--- src/ial_pkg.sv ---
package ial_pkg;

  localparam int NSRC = 8;
  localparam int SRC_W = 3;
  localparam int VEC_W = 4;

  // ****************************************
  // Register offsets
  // ****************************************
  localparam logic [11:0] OFS_WDOG_MODE = 12'h000;
  localparam logic [11:0] OFS_IRQ_MODE = 12'h004;
  localparam logic [11:0] OFS_GLOBAL_EN = 12'h008;
  localparam logic [11:0] OFS_IN_SERVICE = 12'h00c;
  localparam logic [11:0] OFS_NM_PENDING = 12'h010;
  localparam logic [11:0] OFS_SRC_BASE = 12'h040;
  localparam logic [11:0] OFS_SRC_LAST = 12'h05c;

  // ****************************************
  // Field positions and reset values
  // ****************************************
  localparam int WDM_RANK_BIT = 4;
  localparam int IMC_NEST_BIT = 7;
  localparam int ISR_PIN_BIT = 7;
  localparam int ISR_WDT_BIT = 6;
  localparam int SC_PRIO_LO = 0;
  localparam int SC_MACRO_BIT = 2;
  localparam int SC_CTX_BIT = 3;
  localparam int SC_MASK_BIT = 6;
  localparam int SC_REQ_BIT = 7;
  localparam logic [7:0] WDM_RESET = 8'h00;
  localparam logic [7:0] IMC_RESET = 8'h80;
  localparam logic [7:0] ISR_RESET = 8'h00;
  localparam logic [1:0] PRIO_RESET = 2'h3;

  // ****************************************
  // Entry vector codes
  // ****************************************
  localparam logic [VEC_W-1:0] VEC_PIN = 4'h0;
  localparam logic [VEC_W-1:0] VEC_WDT = 4'h1;
  localparam logic [VEC_W-1:0] VEC_SRC0 = 4'h8;

  typedef enum logic [4:0] {
    ST_IDLE = 5'b00001,
    ST_PUSH_SW = 5'b00010,
    ST_PUSH_PC = 5'b00100,
    ST_CTX = 5'b01000,
    ST_BRANCH = 5'b10000
  } ial_state_t;

endpackage

--- src/ial_top.sv ---
// Added by the designer: register access over APB and the placing of the registers.
`timescale 1ns/10ps
`default_nettype none
module ial_top
  import ial_pkg::*;
(
  // Clock and reset
  input wire logic pclk,
  input wire logic presetn,
  // APB slave
  input wire logic psel,
  input wire logic penable,
  input wire logic pwrite,
  input wire logic [11:0] paddr,
  input wire logic [31:0] pwdata,
  output logic [31:0] prdata,
  output logic pready,
  output logic pslverr,
  // Interrupt sources
  input wire logic nm_pin,
  input wire logic wdt_overflow,
  input wire logic [NSRC-1:0] src_req,
  // CPU sequencer
  input wire logic instr_boundary,
  input wire logic return_from_irq_op,
  input wire logic bank_switch_return_op,
  input wire logic ie_restore,
  input wire logic ie_restore_val,
  input wire logic [7:0] vec_even_byte,
  output logic push_status_word,
  output logic push_program_counter,
  output logic bank_save,
  output logic [2:0] bank_sel,
  output logic load_program_counter,
  output logic [VEC_W-1:0] entry_vector,
  output logic macro_req,
  output logic [SRC_W-1:0] macro_src,
  output logic global_irq_enable,
  output logic [7:0] in_service_level_register
);

  // ****************************************
  // Functions
  // ****************************************
  function automatic logic [7:0] top_isr_bit(input logic [7:0] isr, input logic rank);
    logic [7:0] m;
    m = '0;
    if (rank && isr[ISR_WDT_BIT]) begin
      m[ISR_WDT_BIT] = 1'b1;
    end else if (isr[ISR_PIN_BIT]) begin
      m[ISR_PIN_BIT] = 1'b1;
    end else if (isr[ISR_WDT_BIT]) begin
      m[ISR_WDT_BIT] = 1'b1;
    end else if (isr[0]) begin
      m[0] = 1'b1;
    end else if (isr[1]) begin
      m[1] = 1'b1;
    end else if (isr[2]) begin
      m[2] = 1'b1;
    end else if (isr[3]) begin
      m[3] = 1'b1;
    end
    return m;
  endfunction

  function automatic logic level_ok(input logic [7:0] isr, input logic nest,
                                    input logic [1:0] lvl);
    logic ok;
    ok = !isr[ISR_PIN_BIT] && !isr[ISR_WDT_BIT];
    if (isr[0]) begin
      ok = 1'b0;
    end else if (isr[1]) begin
      ok = ok && (lvl < 2'h1);
    end else if (isr[2]) begin
      ok = ok && (lvl < 2'h2);
    end else if (isr[3] && nest) begin
      ok = ok && (lvl < 2'h3);
    end
    return ok;
  endfunction

  // ****************************************
  // Registers
  // ****************************************
  logic [7:0] wdm_r;
  logic [7:0] imc_r;
  logic ie_r;
  logic [7:0] isr_r;
  logic pin_prev_r;
  logic pin_pend_r;
  logic wdt_pend_r;
  logic [NSRC-1:0] req_r;
  logic [NSRC-1:0] mask_r;
  logic [NSRC-1:0] macro_r;
  logic [NSRC-1:0] ctx_r;
  logic [2*NSRC-1:0] prio_r;
  ial_state_t state_r;
  ial_state_t state_nxt;
  logic [31:0] prdata_r;
  logic pready_r;
  logic pslverr_r;
  logic push_sw_r;
  logic push_pc_r;
  logic bank_save_r;
  logic [2:0] bank_sel_r;
  logic load_pc_r;
  logic [VEC_W-1:0] vec_r;
  logic macro_req_r;
  logic [SRC_W-1:0] macro_src_r;

  // ****************************************
  // APB decode
  // ****************************************
  wire access = psel && penable && !pready_r;
  wire wr_en = psel && penable && pready_r && pwrite;
  wire is_src = (paddr >= OFS_SRC_BASE) && (paddr <= OFS_SRC_LAST) && (paddr[1:0] == 2'h0);
  wire [SRC_W-1:0] src_ix = paddr[SRC_W+1:2];
  wire hit_wdm = paddr == OFS_WDOG_MODE;
  wire hit_imc = paddr == OFS_IRQ_MODE;
  wire hit_ie = paddr == OFS_GLOBAL_EN;
  wire hit_isr = paddr == OFS_IN_SERVICE;
  wire hit_pend = paddr == OFS_NM_PENDING;
  wire mapped = hit_wdm || hit_imc || hit_ie || hit_isr || hit_pend || is_src;
  wire [7:0] src_rd = {req_r[src_ix], mask_r[src_ix], 2'h0, ctx_r[src_ix],
                       macro_r[src_ix], prio_r[2*src_ix +: 2]};
  wire [7:0] rd_byte = hit_wdm ? wdm_r :
                       hit_imc ? imc_r :
                       hit_ie ? {7'h00, ie_r} :
                       hit_isr ? isr_r :
                       hit_pend ? {6'h00, wdt_pend_r, pin_pend_r} :
                       is_src ? src_rd : 8'h00;

  // ****************************************
  // Non-maskable arbitration
  // ****************************************
  wire rank = wdm_r[WDM_RANK_BIT];
  wire pin_edge = nm_pin && !pin_prev_r;
  wire pin_block = isr_r[ISR_PIN_BIT] || (rank && isr_r[ISR_WDT_BIT]);
  wire wdt_block = isr_r[ISR_WDT_BIT] || (!rank && isr_r[ISR_PIN_BIT]);
  wire pin_can = pin_pend_r && !pin_block;
  wire wdt_can = wdt_pend_r && !wdt_block;
  wire pin_wins = pin_can && !(rank && wdt_can);
  wire at_boundary = instr_boundary && (state_r == ST_IDLE);
  wire take_pin = at_boundary && pin_wins;
  wire take_wdt = at_boundary && wdt_can && !pin_wins;
  wire take_nm = take_pin || take_wdt;

  // ****************************************
  // Maskable arbitration
  // ****************************************
  logic [NSRC-1:0] cand;
  logic win_valid;
  logic [SRC_W-1:0] win_idx;

  generate
    for (genvar g = 0; g < NSRC; g++) begin : g_cand
      wire elig = req_r[g] && !mask_r[g];
      assign cand[g] = elig && (macro_r[g] ||
        (ie_r && level_ok(isr_r, imc_r[IMC_NEST_BIT], prio_r[2*g +: 2])));
    end
  endgenerate

  ial_arbiter u_arb (
    .cand(cand),
    .prio(prio_r),
    .win_valid(win_valid),
    .win_idx(win_idx)
  );

  wire take_mask = at_boundary && !take_nm && win_valid;
  wire win_macro = macro_r[win_idx];
  wire take_vec = take_mask && !win_macro;
  wire take_macro = take_mask && win_macro;
  wire [1:0] win_lvl = prio_r[2*win_idx +: 2];
  wire do_return = return_from_irq_op || bank_switch_return_op;

  // ****************************************
  // Entry sequencer
  // ****************************************
  always_comb begin
    state_nxt = state_r;
    case (state_r)
      ST_IDLE: begin
        if (take_nm) begin
          state_nxt = ST_PUSH_SW;
        end else if (take_vec && ctx_r[win_idx]) begin
          state_nxt = ST_CTX;
        end else if (take_vec) begin
          state_nxt = ST_PUSH_SW;
        end
      end
      ST_PUSH_SW: state_nxt = ST_PUSH_PC;
      ST_PUSH_PC: state_nxt = ST_BRANCH;
      ST_CTX: state_nxt = ST_BRANCH;
      ST_BRANCH: state_nxt = ST_IDLE;
      default: state_nxt = ST_IDLE;
    endcase
  end

  always_ff @(posedge pclk or negedge presetn) begin
    if (!presetn) begin
      state_r <= ST_IDLE;
      push_sw_r <= 1'b0;
      push_pc_r <= 1'b0;
      bank_save_r <= 1'b0;
      load_pc_r <= 1'b0;
    end else begin
      state_r <= state_nxt;
      push_sw_r <= state_nxt == ST_PUSH_SW;
      push_pc_r <= state_nxt == ST_PUSH_PC;
      bank_save_r <= state_nxt == ST_CTX;
      load_pc_r <= state_nxt == ST_BRANCH;
    end
  end

  always_ff @(posedge pclk or negedge presetn) begin
    if (!presetn) begin
      vec_r <= VEC_PIN;
      bank_sel_r <= 3'h0;
      macro_req_r <= 1'b0;
      macro_src_r <= '0;
    end else begin
      macro_req_r <= take_macro;
      if (take_macro) begin
        macro_src_r <= win_idx;
      end
      if (take_nm) begin
        vec_r <= take_pin ? VEC_PIN : VEC_WDT;
      end else if (take_vec) begin
        vec_r <= VEC_SRC0 + VEC_W'(win_idx);
      end
      if (state_r == ST_CTX) begin
        bank_sel_r <= vec_even_byte[2:0];
      end
    end
  end

  // ****************************************
  // Non-maskable pending flags
  // ****************************************
  always_ff @(posedge pclk or negedge presetn) begin
    if (!presetn) begin
      pin_prev_r <= 1'b0;
      pin_pend_r <= 1'b0;
      wdt_pend_r <= 1'b0;
    end else begin
      pin_prev_r <= nm_pin;
      pin_pend_r <= pin_edge || (pin_pend_r && !take_pin);
      wdt_pend_r <= wdt_overflow || (wdt_pend_r && !take_wdt);
    end
  end

  // ****************************************
  // In-service register and global enable
  // ****************************************
  wire [7:0] isr_clr = do_return ? top_isr_bit(isr_r, rank) : 8'h00;
  wire [7:0] isr_set = take_pin ? (8'h01 << ISR_PIN_BIT) :
                       take_wdt ? (8'h01 << ISR_WDT_BIT) :
                       take_vec ? (8'h01 << win_lvl) : 8'h00;

  always_ff @(posedge pclk or negedge presetn) begin
    if (!presetn) begin
      isr_r <= ISR_RESET;
      ie_r <= 1'b0;
    end else begin
      isr_r <= (isr_r & ~isr_clr) | isr_set;
      if (take_nm || take_vec) begin
        ie_r <= 1'b0;
      end else if (ie_restore) begin
        ie_r <= ie_restore_val;
      end else if (wr_en && hit_ie) begin
        ie_r <= pwdata[0];
      end
    end
  end

  // ****************************************
  // Mode registers
  // ****************************************
  always_ff @(posedge pclk or negedge presetn) begin
    if (!presetn) begin
      wdm_r <= WDM_RESET;
      imc_r <= IMC_RESET;
    end else begin
      if (wr_en && hit_wdm) begin
        wdm_r <= pwdata[7:0];
      end
      if (wr_en && hit_imc) begin
        imc_r <= pwdata[7:0] & (8'h01 << IMC_NEST_BIT);
      end
    end
  end

  // ****************************************
  // Per-source control
  // ****************************************
  generate
    for (genvar s = 0; s < NSRC; s++) begin : g_src
      wire wr_s = wr_en && is_src && (src_ix == SRC_W'(s));
      wire acc_s = take_mask && (win_idx == SRC_W'(s));
      always_ff @(posedge pclk or negedge presetn) begin
        if (!presetn) begin
          req_r[s] <= 1'b0;
          mask_r[s] <= 1'b1;
          macro_r[s] <= 1'b0;
          ctx_r[s] <= 1'b0;
          prio_r[2*s +: 2] <= PRIO_RESET;
        end else begin
          if (src_req[s]) begin
            req_r[s] <= 1'b1;
          end else if (wr_s) begin
            req_r[s] <= pwdata[SC_REQ_BIT];
          end else if (acc_s) begin
            req_r[s] <= 1'b0;
          end
          if (wr_s) begin
            mask_r[s] <= pwdata[SC_MASK_BIT];
            macro_r[s] <= pwdata[SC_MACRO_BIT];
            ctx_r[s] <= pwdata[SC_CTX_BIT];
            prio_r[2*s +: 2] <= pwdata[SC_PRIO_LO +: 2];
          end
        end
      end
    end
  endgenerate

  // ****************************************
  // APB answer, one wait state
  // ****************************************
  always_ff @(posedge pclk or negedge presetn) begin
    if (!presetn) begin
      pready_r <= 1'b0;
      prdata_r <= 32'h0000_0000;
      pslverr_r <= 1'b0;
    end else begin
      pready_r <= access;
      pslverr_r <= access && !mapped;
      prdata_r <= (access && !pwrite) ? {24'h000000, rd_byte} : 32'h0000_0000;
    end
  end

  // ****************************************
  // Outputs
  // ****************************************
  assign prdata = prdata_r;
  assign pready = pready_r;
  assign pslverr = pslverr_r;
  assign push_status_word = push_sw_r;
  assign push_program_counter = push_pc_r;
  assign bank_save = bank_save_r;
  assign bank_sel = bank_sel_r;
  assign load_program_counter = load_pc_r;
  assign entry_vector = vec_r;
  assign macro_req = macro_req_r;
  assign macro_src = macro_src_r;
  assign global_irq_enable = ie_r;
  assign in_service_level_register = isr_r;

endmodule
`default_nettype wire

--- src/ial_arbiter.sv ---
`timescale 1ns/10ps
`default_nettype none
module ial_arbiter
  import ial_pkg::*;
(
  // Candidates
  input wire logic [NSRC-1:0] cand,
  input wire logic [2*NSRC-1:0] prio,
  // Winner
  output logic win_valid,
  output logic [SRC_W-1:0] win_idx
);

  logic [1:0] best;

  // ****************************************
  // Lowest level number wins, lower index breaks ties
  // ****************************************
  always_comb begin
    win_valid = 1'b0;
    win_idx = '0;
    best = 2'h3;
    for (int i = NSRC - 1; i >= 0; i--) begin
      if (cand[i] && (!win_valid || prio[2*i +: 2] <= best)) begin
        win_valid = 1'b1;
        win_idx = SRC_W'(i);
        best = prio[2*i +: 2];
      end
    end
  end

endmodule
`default_nettype wire

--- config.mk ---
export PLATFORM = sky130hd
export DESIGN_NAME = ial_top
export DESIGN_NICKNAME = d
export VERILOG_FILES = /design/src/ial_pkg.sv /design/src/ial_top.sv /design/src/ial_arbiter.sv
export SDC_FILE = /design/constraint.sdc
export NUM_CORES = 1
export LEC_CHECK = 0
export ABC_AREA = 1
export BUFFER_PORTS_ARGS = -buffer_cell sky130_fd_sc_hd__buf_2
export CAP_MARGIN = 20
export CORE_ASPECT_RATIO = 0.75
export CORE_MARGIN = 2
export CORE_UTILIZATION = 50
export CTS_CLUSTER_DIAMETER = 60
export DETAILED_ROUTE_END_ITERATION = 7
export GPL_ROUTABILITY_DRIVEN = 0
export HOLD_SLACK_MARGIN = 0.12
export MAX_ROUTING_LAYER = met4
export PLACE_DENSITY = 0.79
export SLEW_MARGIN = 20
export SYNTH_ARGS = -nofsm -noshare
export SYNTH_HDL_FRONTEND = slang
export SYNTH_SLANG_ARGS = --single-unit
export TNS_END_PERCENT = 30
--- constraint.sdc ---
create_clock -name pclk -period 18.9 [get_ports pclk]
set_clock_uncertainty 0.15 [all_clocks]
set_input_delay 2.835 -clock pclk [delete_from_list [all_inputs] [get_ports pclk]]
set_output_delay 2.835 -clock pclk [all_outputs]
set_load 0.02 [all_outputs]
* After elaboration in Yosys (flattened, before gate mapping)
Cells that the tools add are included.
Cells by class: magnitude comparators 35, reductions and logical operators 175, mux-type cells 127, shift operators 3, equal/unequal tests 26, add/sub/neg operators 1, bitwise operators 3
Operators with widths (count):
- logical AND 1 bit | 103
- two-way mux 8 bit | 11
- two-way mux 1 bit | 84
- < comparator 2 bit, second input constant | 16
- variable part select 16 x 5 -> 2 bit | 2
- zero test 1 bit | 30
- logical OR 1 bit | 27
- two-way mux 3 bit | 9
- nonzero test 3 bit | 9
- equality test 12 x 4 -> 1 bit, second input constant | 2
- equality test 3 bit, second input constant | 8
- two-way mux 4 bit | 5
- binary-select mux 1 bit (select 3 bit) | 6
- < comparator 2 x 1 -> 1 bit, second input constant | 8
- two-way mux 2 bit | 8
- two-way mux 5 bit | 3
- one-hot mux 5 bit (3 select lines) | 1
- <= comparator 2 bit | 7
- equality test 12 x 3 -> 1 bit, second input constant | 1
- equality test 12 x 5 -> 1 bit, second input constant | 1
- equality test 3 x 2 -> 1 bit, second input constant | 4
- greater-or-equal comparator 12 x 7 -> 1 bit, second input constant | 1
- <= comparator 12 x 7 -> 1 bit, second input constant | 1
- zero test 12 bit | 1
- other kinds (16) | 22
Word-level totals: output and inout port bits 58, input port bits 72, logic and storage cells 429, register bits 99

* Logic depth before layout (Yosys ltp)
Gate-level depths: netlist of run 1.
depth in word-level cells 48, mapped depth 78, mapped depth without buffers 77

* Cells and area by module
A second synthesis of run 1 with hierarchy kept.
Unflattened totals: cells, all modules 851, area total of the unflattened synthesis 6258.5 um^2
Modules (own cells, without submodules):
- ial_top | area an instance 5535.3 um^2, cells each 721, times used 1, seq. area each 2459.9 um^2
- ial_arbiter | area an instance 723.2 um^2, cells each 130, times used 1, seq. area each 0.0 um^2

* Worst setup path before layout of run 1
Ideal clock, no wire load.
path type reg-to-reg, start register isr_r[6], in the netlist in_service_level_register[6], end register macro_src_r[1], in the netlist macro_src[1], required time 18.627 ns, arrival 7.161 ns, stages on the path, launching flop included 64, path buffers 1, setup time 0.123 ns, clock period less this slack 7.434 ns, setup slack 11.466 ns, path through dfrtp_1 > nor2_2 > nand2_4 > nor2_2 > nand2_1 > nand2_2 > nand2_4 > nor2_1 > ha_1 > a21oi_1 > a21oi_1 > nand2_1 > nand2_1 > o21ai_0 > inv_1 > ha_1 > a21oi_1 > nand2_2 > [... 28 more ...] > nand2_4 > nand2_1 > o21ai_0 > ha_1 > a21oi_1 > a21oi_1 > nand2_1 > nand2_2 > buf_4 > nand3_2 > nand2_1 > nand2_2 > nand2_2 > nand2_4 > nand2_4 > nand2_2 > nand2_1 > o21ai_1
Between the ends: longest elaborated chain between the ends 42, elaborated cells on any way between the ends 154, those cells by class order compare (7); mux (57); reduce/logical (90)
Ends and longest elaborated chain:
- start: declaration | line ial_top.sv:88 | logic [7:0] isr_r;
- start signal: assignment | line ial_top.sv:266 | isr_r <= (isr_r & ~isr_clr) | isr_set;
- zero test 1 bit | line ial_top.sv:69 | ok = !isr[ISR_PIN_BIT] && !isr[ISR_WDT_BIT];
- logical AND 1 bit | line ial_top.sv:69
- logical AND 1 bit | line ial_top.sv:77 | ok = ok && (lvl < 2'h3);
- two-way mux 1 bit | line ial_top.sv:76 | end else if (isr[3] && nest) begin
- two-way mux 1 bit | line ial_top.sv:74 | end else if (isr[2]) begin
- two-way mux 1 bit | line ial_top.sv:72 | end else if (isr[1]) begin
- two-way mux 1 bit | line ial_top.sv:70 | if (isr[0]) begin
- logical AND 1 bit | line ial_top.sv:159 | (ie_r && level_ok(isr_r, imc_r[IMC_NEST_BIT], prio_r[2*g +: 2])));
- [... 26 more ...]
- two-way mux 2 bit or two-way mux 1 bit (tied branches) | line ial_arbiter.sv:24 | if (cand[i] && (!win_valid || prio[2*i +: 2] <= best)) begin
- <= comparator 2 bit or zero test 1 bit (tied branches) | line ial_arbiter.sv:24
- logical OR 1 bit | line ial_arbiter.sv:24
- logical AND 1 bit | line ial_arbiter.sv:24
- two-way mux 3 bit | line ial_arbiter.sv:24
- binary-select mux 1 bit (select 3 bit) | line ial_top.sv:171 | wire win_macro = macro_r[win_idx];
- two-way mux 1 bit (implied by the code) | line ial_top.sv:171
- logical AND 1 bit | line ial_top.sv:173 | wire take_macro = take_mask && win_macro;
- end signal: assignment | line ial_top.sv:225 | macro_src_r <= win_idx;
- end: declaration | line ial_top.sv:109 | logic [SRC_W-1:0] macro_src_r;
Parallel ways exist; a longest one is shown, timed or not. The select of a mux whose other input is x is not followed. A chain may end at the register's enable or synchronous reset.

* Worst setup path after layout of run 1
start register isr_r[1], in the netlist in_service_level_register[1], end register vec_r[0], in the netlist entry_vector[0]
Between the ends: longest elaborated chain between the ends 39, elaborated cells on any way between the ends 100, those cells by class add/sub (1); order compare (7); mux (43); reduce/logical (49)
Ends and longest elaborated chain:
- two-way mux 1 bit | line ial_top.sv:72
- two-way mux 1 bit | line ial_top.sv:70
- logical AND 1 bit | line ial_top.sv:159
- logical OR 1 bit | line ial_top.sv:158 | assign cand[g] = elig && (macro_r[g] ||
- logical AND 1 bit | line ial_top.sv:158
- two-way mux 2 bit or two-way mux 1 bit (tied branches) | line ial_arbiter.sv:24
- <= comparator 2 bit or zero test 1 bit (tied branches) | line ial_arbiter.sv:24
- logical OR 1 bit | line ial_arbiter.sv:24
- [... 23 more ...]
- logical OR 1 bit | line ial_arbiter.sv:24
- logical AND 1 bit | line ial_arbiter.sv:24
- two-way mux 3 bit | line ial_arbiter.sv:24
- binary-select mux 1 bit (select 3 bit) | line ial_top.sv:171
- two-way mux 1 bit (implied by the code) | line ial_top.sv:171
- zero test 1 bit | line ial_top.sv:172 | wire take_vec = take_mask && !win_macro;
- logical AND 1 bit | line ial_top.sv:172
- nonzero test 2 bit (no source line)
- end signal: assignment | line ial_top.sv:228 | vec_r <= take_pin ? VEC_PIN : VEC_WDT;
- end signal: assignment | line ial_top.sv:230 | vec_r <= VEC_SRC0 + VEC_W'(win_idx);
- end: declaration | line ial_top.sv:107 | logic [VEC_W-1:0] vec_r;
Parallel ways exist; a longest one is shown, timed or not. The select of a mux whose other input is x is not followed.

==> results of run 1 <==
-- synth_stat cells (2+ instances only) --
master,instances,share of area
sky130_fd_sc_hd__mux2_2,6,0.011
sky130_fd_sc_hd__nand2_2,17,0.018
sky130_fd_sc_hd__o211ai_1,3,0.0037
sky130_fd_sc_hd__o21ai_0,87,0.072
sky130_fd_sc_hd__clkbuf_1,15,0.0094
sky130_fd_sc_hd__dfrtp_1,71,0.30
sky130_fd_sc_hd__buf_6,3,0.0056
sky130_fd_sc_hd__a21oi_1,26,0.022
sky130_fd_sc_hd__nor2_1,53,0.033
sky130_fd_sc_hd__nor3_1,9,0.0075
sky130_fd_sc_hd__inv_2,5,0.0031
sky130_fd_sc_hd__a31oi_1,8,0.0083
sky130_fd_sc_hd__nor4_1,2,0.0021
sky130_fd_sc_hd__nand2_1,206,0.13
sky130_fd_sc_hd__ha_1,14,0.029
sky130_fd_sc_hd__nand3_1,46,0.038
sky130_fd_sc_hd__inv_1,100,0.062
sky130_fd_sc_hd__dfstp_2,26,0.11
sky130_fd_sc_hd__nand3_2,6,0.010
sky130_fd_sc_hd__o22ai_1,24,0.025
sky130_fd_sc_hd__nand4_1,6,0.0062
sky130_fd_sc_hd__nand2_4,9,0.017
sky130_fd_sc_hd__o21ai_1,15,0.012
sky130_fd_sc_hd__buf_4,27,0.034
sky130_fd_sc_hd__nor2_2,7,0.0073
sky130_fd_sc_hd__nor3b_1,2,0.0025
-- registers in the layout, summed over array words and instances (netlist names), 3 cells and up --
signal,flops
prio_r,16
ctx_r,8
macro_r,8
mask_r,8
prdata,8
req_r,8
wdm_r,8
in_service_level_register,6
state_r,5
entry_vector,4
bank_sel,3
macro_src,3
-- per-stage QoR --
step	total power, uW	setup WS [ps]	utilization	hold slack (ps)
after floorplan	779	11470	-	260
after global placement	895	10100	0.549	266
after detailed placement	903	10030	0.549	275
after CTS	1090	9950	0.573	283
after global routing	1210	8800	0.573	288
final	1110	9740	0.573	289
-- worst paths after layout --
path	startpoint	to	slack (ps)	cells after the start
max	in_service_level_register[1]	entry_vector[0]	9740	61
min	pin_prev_r	pin_pend_r	290	1
max reg2reg	in_service_level_register[1]	entry_vector[0]	9740	61
min reg2reg	pin_prev_r	pin_pend_r	290	1
max in group asynchronous	presetn	macro_src[0]	15180	2
min in group asynchronous	presetn	wdm_r[7]	2250	1
-- where the power goes --
part           leakage (uW)  internal, uW  switching [uW]
registers           0.00119           231            18.1
clock network      0.000135          94.4            81.5
logic               0.00206           202             483
-- worst max-delay path: cells and delay by family, from the launching register on --
family	cells	cell delay (ps)
adders and majority gates	7	2000
DFF	1	450
AOI/OAI and AO/OA	18	2220
and+or+nand+nor	34	3810
buffers and inverters	2	400
-- area by class of cell --
cell class              count  area [um2]  area share
multi-input cells         586        2950       0.442
flip-flops and latches     97        2460       0.368
inverters                 106         398      0.0596
repair buffers             75         380      0.0570
clock buffers              12         246      0.0369
well taps                 162         203      0.0304
clock inverters             4        36.3     0.00543
-- per-layer routing --
layer,up-vias,global-route usage,part of all wire
met2,279,0.369,0.43
met1,2608,0.405,0.45
li1,2737,-,-
met3,25,0.0537,0.11
met5,-,-,0
met4,0,0.0524,0.014
-- kinds of logic (layout without fill, tap and decap cells) --
| kind of cell | Yosys count | after routing |
|---|---|---|
| adders and majority gates | 14 | 14 |
| muxes | 6 | 6 |
| AOI/OAI and AO/OA | 171 | 171 |
| buffers and inverters | 152 | 197 |
| and+or+nand+nor | 369 | 369 |
| DFF | 97 | 97 |
| other | 1 | 26 |
==> summary.md, run 1 <==
For this run, the slowest stage of the critical path takes 450 ps. The fraction of synthesis flops using an asynchronous set or reset pin was 1.00. The number of flops mapped to enable cells by yosys was 0; the slew at the pin with the worst max-slew slack was 949 ps. The logs give 3 for the number of levels the H-tree was split into and 43 for the number of library cell types mapped by synthesis. The clock net in this run drives a total of 97 sinks. The global-route total usage across every layer was 0.267; the post-route antenna net violation count was 0.

The sequential cell area fraction in the yosys report is 0.409. The initial standard-cell utilization of the core is 0.516, and the required arrival time at the worst endpoint is 18980 ps. For this design the top-level I/O count stands at 130.

The number of nets in the final layout was 961. The critical path startpoint category is a flop. The number of antenna diodes in the final layout is 0.

The floorplan step defined a core boundary enclosing 11700 um2. The count of cells in the finished layout, fillers not included, comes to 1042. Area share of and/or/nand/nor cells after synthesis: 0.280. Critical path endpoint category: a flop. Number of detailed-routing iterations run before antenna repair: 6. In the routed layout, each cell is associated on average with a via count of 5.42. The run gives 0 ps as the total negative slack. The combinational family with the most area after synthesis was simple AND/OR/NAND/NOR gates.

The die is 131 um wide. For this run, the top clock speed supported by timing is 109 MHz. The logs give 16100 um for the routed wire length and 119 uV for the highest ir drop seen on vdd.

Max-cap violations in this run came to 0. The run finished with clean final reports. In the layout the commonest cells are sky130_fd_sc_hd__nand2_1, sky130_fd_sc_hd__inv_1, sky130_fd_sc_hd__o21ai_0. The area growth from synthesis to final layout was 11.0%; the reported leakage power was 0.00339 uW.

The clock root buffer master was sky130_fd_sc_hd__clkbuf_16. In this run the mean area of a mapped cell was 7.43 um2. Detailed placement finished with a half-perimeter wire length of 11900 um.

The logs give 0 for the DRC violations left and 6390 um2 for the placed standard-cell area. The die span in y works out to 99.0 um. The number of port buffers came out at 74. Power spread over the standard cell area amounts to 166 nW/um2.

Buffers inserted to repair hold after CTS numbered 0. The detailed router placed 5649 vias in this run. The post-synthesis adder-cell area fraction is 0.0291, and the relative slew slack is 0.362. After detailed routing, the average wire length per cell comes to 15.4 um. The final number of max-transition violations came out at 0.

In this run, synthesis produced a sequential element count of 97. The number of buffers inserted to repair setup after CTS is 0. For the number of hold-slack violations in the final timing report, the log shows 0. The complex-gate fraction of the synthesized area works out to 0.155. The first global-routing pass estimated 26100 um of wire. The most numerous cell on the critical path is sky130_fd_sc_hd__nand2_1.

The mapped netlist covers 6020 um2. The most instantiated flip-flop cell in the synthesis netlist is sky130_fd_sc_hd__dfrtp_1. The initial antenna violation count is 0, and the number of warnings printed during yosys synthesis is 0. For this run the aggregate overflow at the end of global routing stands at 0. Leaving out fill and tap cells, the most frequent cell in the layout is sky130_fd_sc_hd__nand2_1.

Fill cells in the final layout number 1119. The share of the clock period used by the worst path was 0.484; the total of cells resized after clock tree synthesis was 0. The cell with the largest stage delay on the worst path is sky130_fd_sc_hd__dfrtp_1. The pin count of the biggest net entering global routing was 69; the clock period minus worst slack was 9160 ps. The XOR/XNOR share of the synthesized area is 0, and the arrival time of data at the critical path endpoint is 9240 ps.

The tools report the clock latency on the worst-skew pair as 350 ps. Setup repair after global routing left no endpoint under its margin. The multiplexer share of the synthesized area came out at 0.0112. The clock passes through at most 2 buffers.

Counting the buffers created by CTS gives 9. The CTS clock-pin slew for the worst setup and hold paths came out at 70 ps. TritonCTS built the clock tree.

The ratio of cells with drive above 1 in the final layout is 0.194, and the overall die area is 12900 um2. The number of global-route vias before repair came out at 5084. The number of placed instances, taps included, is 1026. The critical-path maximum fanout came out at 13. In the synthesized netlist, the number of instances is 810. Summing all non-filler instances in the final layout gives an area of 6680 um2.

The number of core rows was 34. The detailed router finished its first iteration with 645 violations. Kind of critical path: reg -> reg. The path category of the worst min-delay check is reg -> reg. Setup violations remaining at the end of the flow were counted as 0.
No activity file was read; power rests on OpenSTA's default activity.
==> run 2, diff against run 1 <==
ABC_AREA = 0   (was 1)
PLACE_DENSITY = 0.82   (was 0.79)
clock period = 7.6 ns   (was 18.9 ns; I/O delays follow)
==> summary.md, run 2 <==
For the final number of setup-violating endpoints, the log shows 26. The area taken by flip-flops and latches came out at 2460 um2. The pin count of the biggest net entering global routing was 71. The final reports fail on negative setup slack. For the final worst slack, the log shows -2810 ps. Most common cell in the synthesized netlist: sky130_fd_sc_hd__nand2_1. In this run the remaining antenna-violating nets after routing total 0. TritonCTS built the clock tree.

The top cell types in the final layout, fill and taps aside, are sky130_fd_sc_hd__buf_4, sky130_fd_sc_hd__nand2_1, sky130_fd_sc_hd__buf_2. The synthesized design contains 0 enable-type register cells. The run gives 21800 um as the routed wire length. Clock tree synthesis selected as its root buffer the cell sky130_fd_sc_hd__clkbuf_16.

Max-cap violations in this run came to 0. During synthesis, Yosys emitted a total of 0 warnings. Before CTS, the worst setup slack after placement is -2830 ps. The path category of the worst min-delay check was reg -> reg.

The initial antenna violation count was 0. The path with the worst hold slack has its endpoint at pin_pend_r. The global-route total usage across every layer was 0.340. The most numerous cell type found on the critical path is sky130_fd_sc_hd__nor2b_4. The run gives 5931 as the number of global-route vias before repair. After technology mapping, the gate count stands at 628.

The analysis attributes to cell leakage a power of 0.00377 uW. The tools report the clock sink count as 97. Start of the worst register-to-register path: prio_r[15].

The flip-flop and latch count after synthesis works out to 97. For this run, the post-layout net count is 880. The count of filler cells inserted in the layout was 770; the delay of the slowest cell on the worst path was 560 ps. Count of cells along the worst hold path: 1. The register-to-register setup slack is -2810 ps, and the routed via count is 6182. In the synthesized netlist the dominant register cell turns out to be sky130_fd_sc_hd__dfrtp_1.

For the sequential cell area fraction in the yosys report, the log shows 0.408. The upper clock frequency limit is 96.0 MHz, and the share of total power consumed by net switching is 0.446. After detailed routing, the number of vias per cell comes to 6.43.

The tools report the post-detailed-placement half-perimeter wirelength as 14400 um. The critical-path maximum fanout is 4, and the part of the power in registers is 0.133. Summing every instance area after synthesis gives 6030 um2. Pin placement for this block handled 130 I/O pins. The tools report the critical path startpoint category as a flop. The ratio of cells with drive above 1 in the final layout came out at 0.446.

The repair_antennas step left the layout with diodes totalling 0. The count of placed standard cells in the final layout, fillers left out was 961. prio_r holds more flip-flops than any other register. A synthesized cell averages 9.60 um2. The final number of max-transition violations is 0. The flow ran to the end, but the final reports show violations.

Initial standard-cell utilization of the core: 0.516. The first global-routing pass estimated 32500 um of wire. The kind of critical path was reg -> reg. The number of hold buffers added after CTS was 0. The register with the most flip-flops in the layout has 16 of them. Family with the most delay on the worst path: compound AO/OA/AOI/OAI gates. The critical path buffer and inverter count works out to 8.

The synthesized design spends more area on one cell type than any other, namely sky130_fd_sc_hd__dfrtp_1. Summed over all layers, the global routing overflow is 0. STA classifies the critical path endpoint as a flop. Power spread over the standard cell area amounts to 596 nW/um2. For this design the total switching power over the nets is 2140 uW.

The portion of synthesized cell area occupied by the leading cell type is 0.295. The reg-to-reg endpoint is in_service_level_register[1]. The worst hold path begins at pin_prev_r. Counting cells, the worst reg-to-reg path comes to 56. Clock tree synthesis inserted a total of 9 buffers. The design draws 4790 uW.

Once placement completed, the tool counted placed cells totaling 911. Share of the clock period used by the worst path: 1.37. The slew at the pin with the worst max-slew slack is 955 ps, and the CTS clock-pin slew for the worst setup and hold paths is 70 ps. In the final layout, the multi-input gates occupy 3810 um2. The cell with the largest stage delay on the worst path is sky130_fd_sc_hd__dfstp_2. Cell internal power was estimated by the tool at 2660 uW.

The worst-case IR drop observed on VDD is 404 uV. Measured along the y axis, the die boundary spans 99.1 um. Fraction of synthesis flops using an asynchronous set or reset pin: 1.00. The area growth from synthesis to final layout came out at 33.4%.

Setup repair after global routing could not meet its margin everywhere. The clock group share of total power is 0.100. The number of core rows was 34; the number of levels the H-tree was split into was 3.

The die covers 13000 um2. The arrival time of data at the critical path endpoint was 10530 ps; the maximum count of clock buffers along a single path was 2. Number of library cell types mapped by synthesis: 70. Yosys attributes the largest share of cell area to sky130_fd_sc_hd__dfrtp_1, sky130_fd_sc_hd__dfstp_2, sky130_fd_sc_hd__mux2_2. The number of hold-slack violations in the final timing report is 0, and the relative slew slack is 0.358. At the worst endpoint, the required time is 7720 ps. For the finished layout, the period the worst path requires is 10410 ps. The total area inside the core boundary comes to 11700 um2. The part of the total power dissipated in combinational logic was 0.768; the number of port buffers was 74. Counting instances in the post-synthesis netlist gives the leading cell types as sky130_fd_sc_hd__nand2_1, sky130_fd_sc_hd__dfrtp_1, sky130_fd_sc_hd__o21ai_0.

The most common library cell in the layout ignoring fill and taps is sky130_fd_sc_hd__buf_4. After detailed routing, the average wire length per cell comes to 22.7 um. The DRC violations left is 0, and the horizontal die dimension is 131 um.

The later pin in the worst-skew pair is clocked with a latency of 370 ps. The first routing iteration left 918 violations. The run gives 8 as the number of detailed-routing iterations run before antenna repair.
## run 2: final cells by class
cell class / instances / area share
clock buffers: 12 / 0.0306
clock inverters: 4 / 0.00669
inverters: 25 / 0.0120
multi-input cells: 484 / 0.473
flip-flops and latches: 97 / 0.306
well taps: 162 / 0.0252
repair buffers: 177 / 0.147
## run 2: power groups by stage
stage	logic, uW	registers (uW)	clock network [uW]
after floorplan	1470	680	0
after global placement	2310	633	0
after detailed placement	2400	639	0
after CTS	3040	630	475
after global routing	3820	640	496
final	3680	636	478
## run 2: cell families (layout without fill, tap and decap cells)
group           count (synthesis)  after routing  synth area share
simple gates                  225            225             0.183
flops                          97             97             0.408
mux                            58             58             0.130
fa+ha+maj                      14             14            0.0290
other cells                     1             26          0.000622
compound gates                159            159             0.185
buf+inv                        72            218            0.0622
xor+xnor                        2              2           0.00291
## run 2: worst reg2reg max path: cells and delay by family (launching register included)
kind	cells	cell delay [ps]
DFF	1	560
AOI/OAI and AO/OA	21	3650
adders and majority gates	7	1590
and+or+nand+nor	16	2140
muxes	4	1340
buffers and inverters	8	860
## run 2: stage by stage
step	area, um2	utilization	TNS (ps)	hold slack [ps]
final	8050	0.688	-67660	288
after global routing	8050	0.688	-76690	310
after CTS	7810	0.668	-64230	288
after detailed placement	7120	0.609	-69320	277
after global placement	7120	0.609	-55230	262
after floorplan	6320	-	-66550	250
## run 2: worst max-delay path by stage
stage,endpoint,from,cells past startpoint
final,in_service_level_register[1],prio_r[15],56
after floorplan,entry_vector[0],in_service_level_register[6],55
after detailed placement,entry_vector[0],in_service_level_register[0],53
after CTS,macro_src[0],in_service_level_register[6],53
after global placement,entry_vector[0],in_service_level_register[0],53
after global routing,macro_src[2],in_service_level_register[0],54
## run 2: what timing repair did
item	in CTS	in global routing
buffers inserted	21	14
pin swaps	19	29
gates resized for setup	53	38
setup endpoints to repair	26	26
## run 2: layer usage
layer | global-route usage | vias to the layer above | routed length (um)
met5 | - | - | 0
met4 | 0.124 | 0 | 1190
met3 | 0.120 | 167 | 2850
met2 | 0.488 | 515 | 9530
met1 | 0.447 | 2924 | 8200
li1 | - | 2576 | -
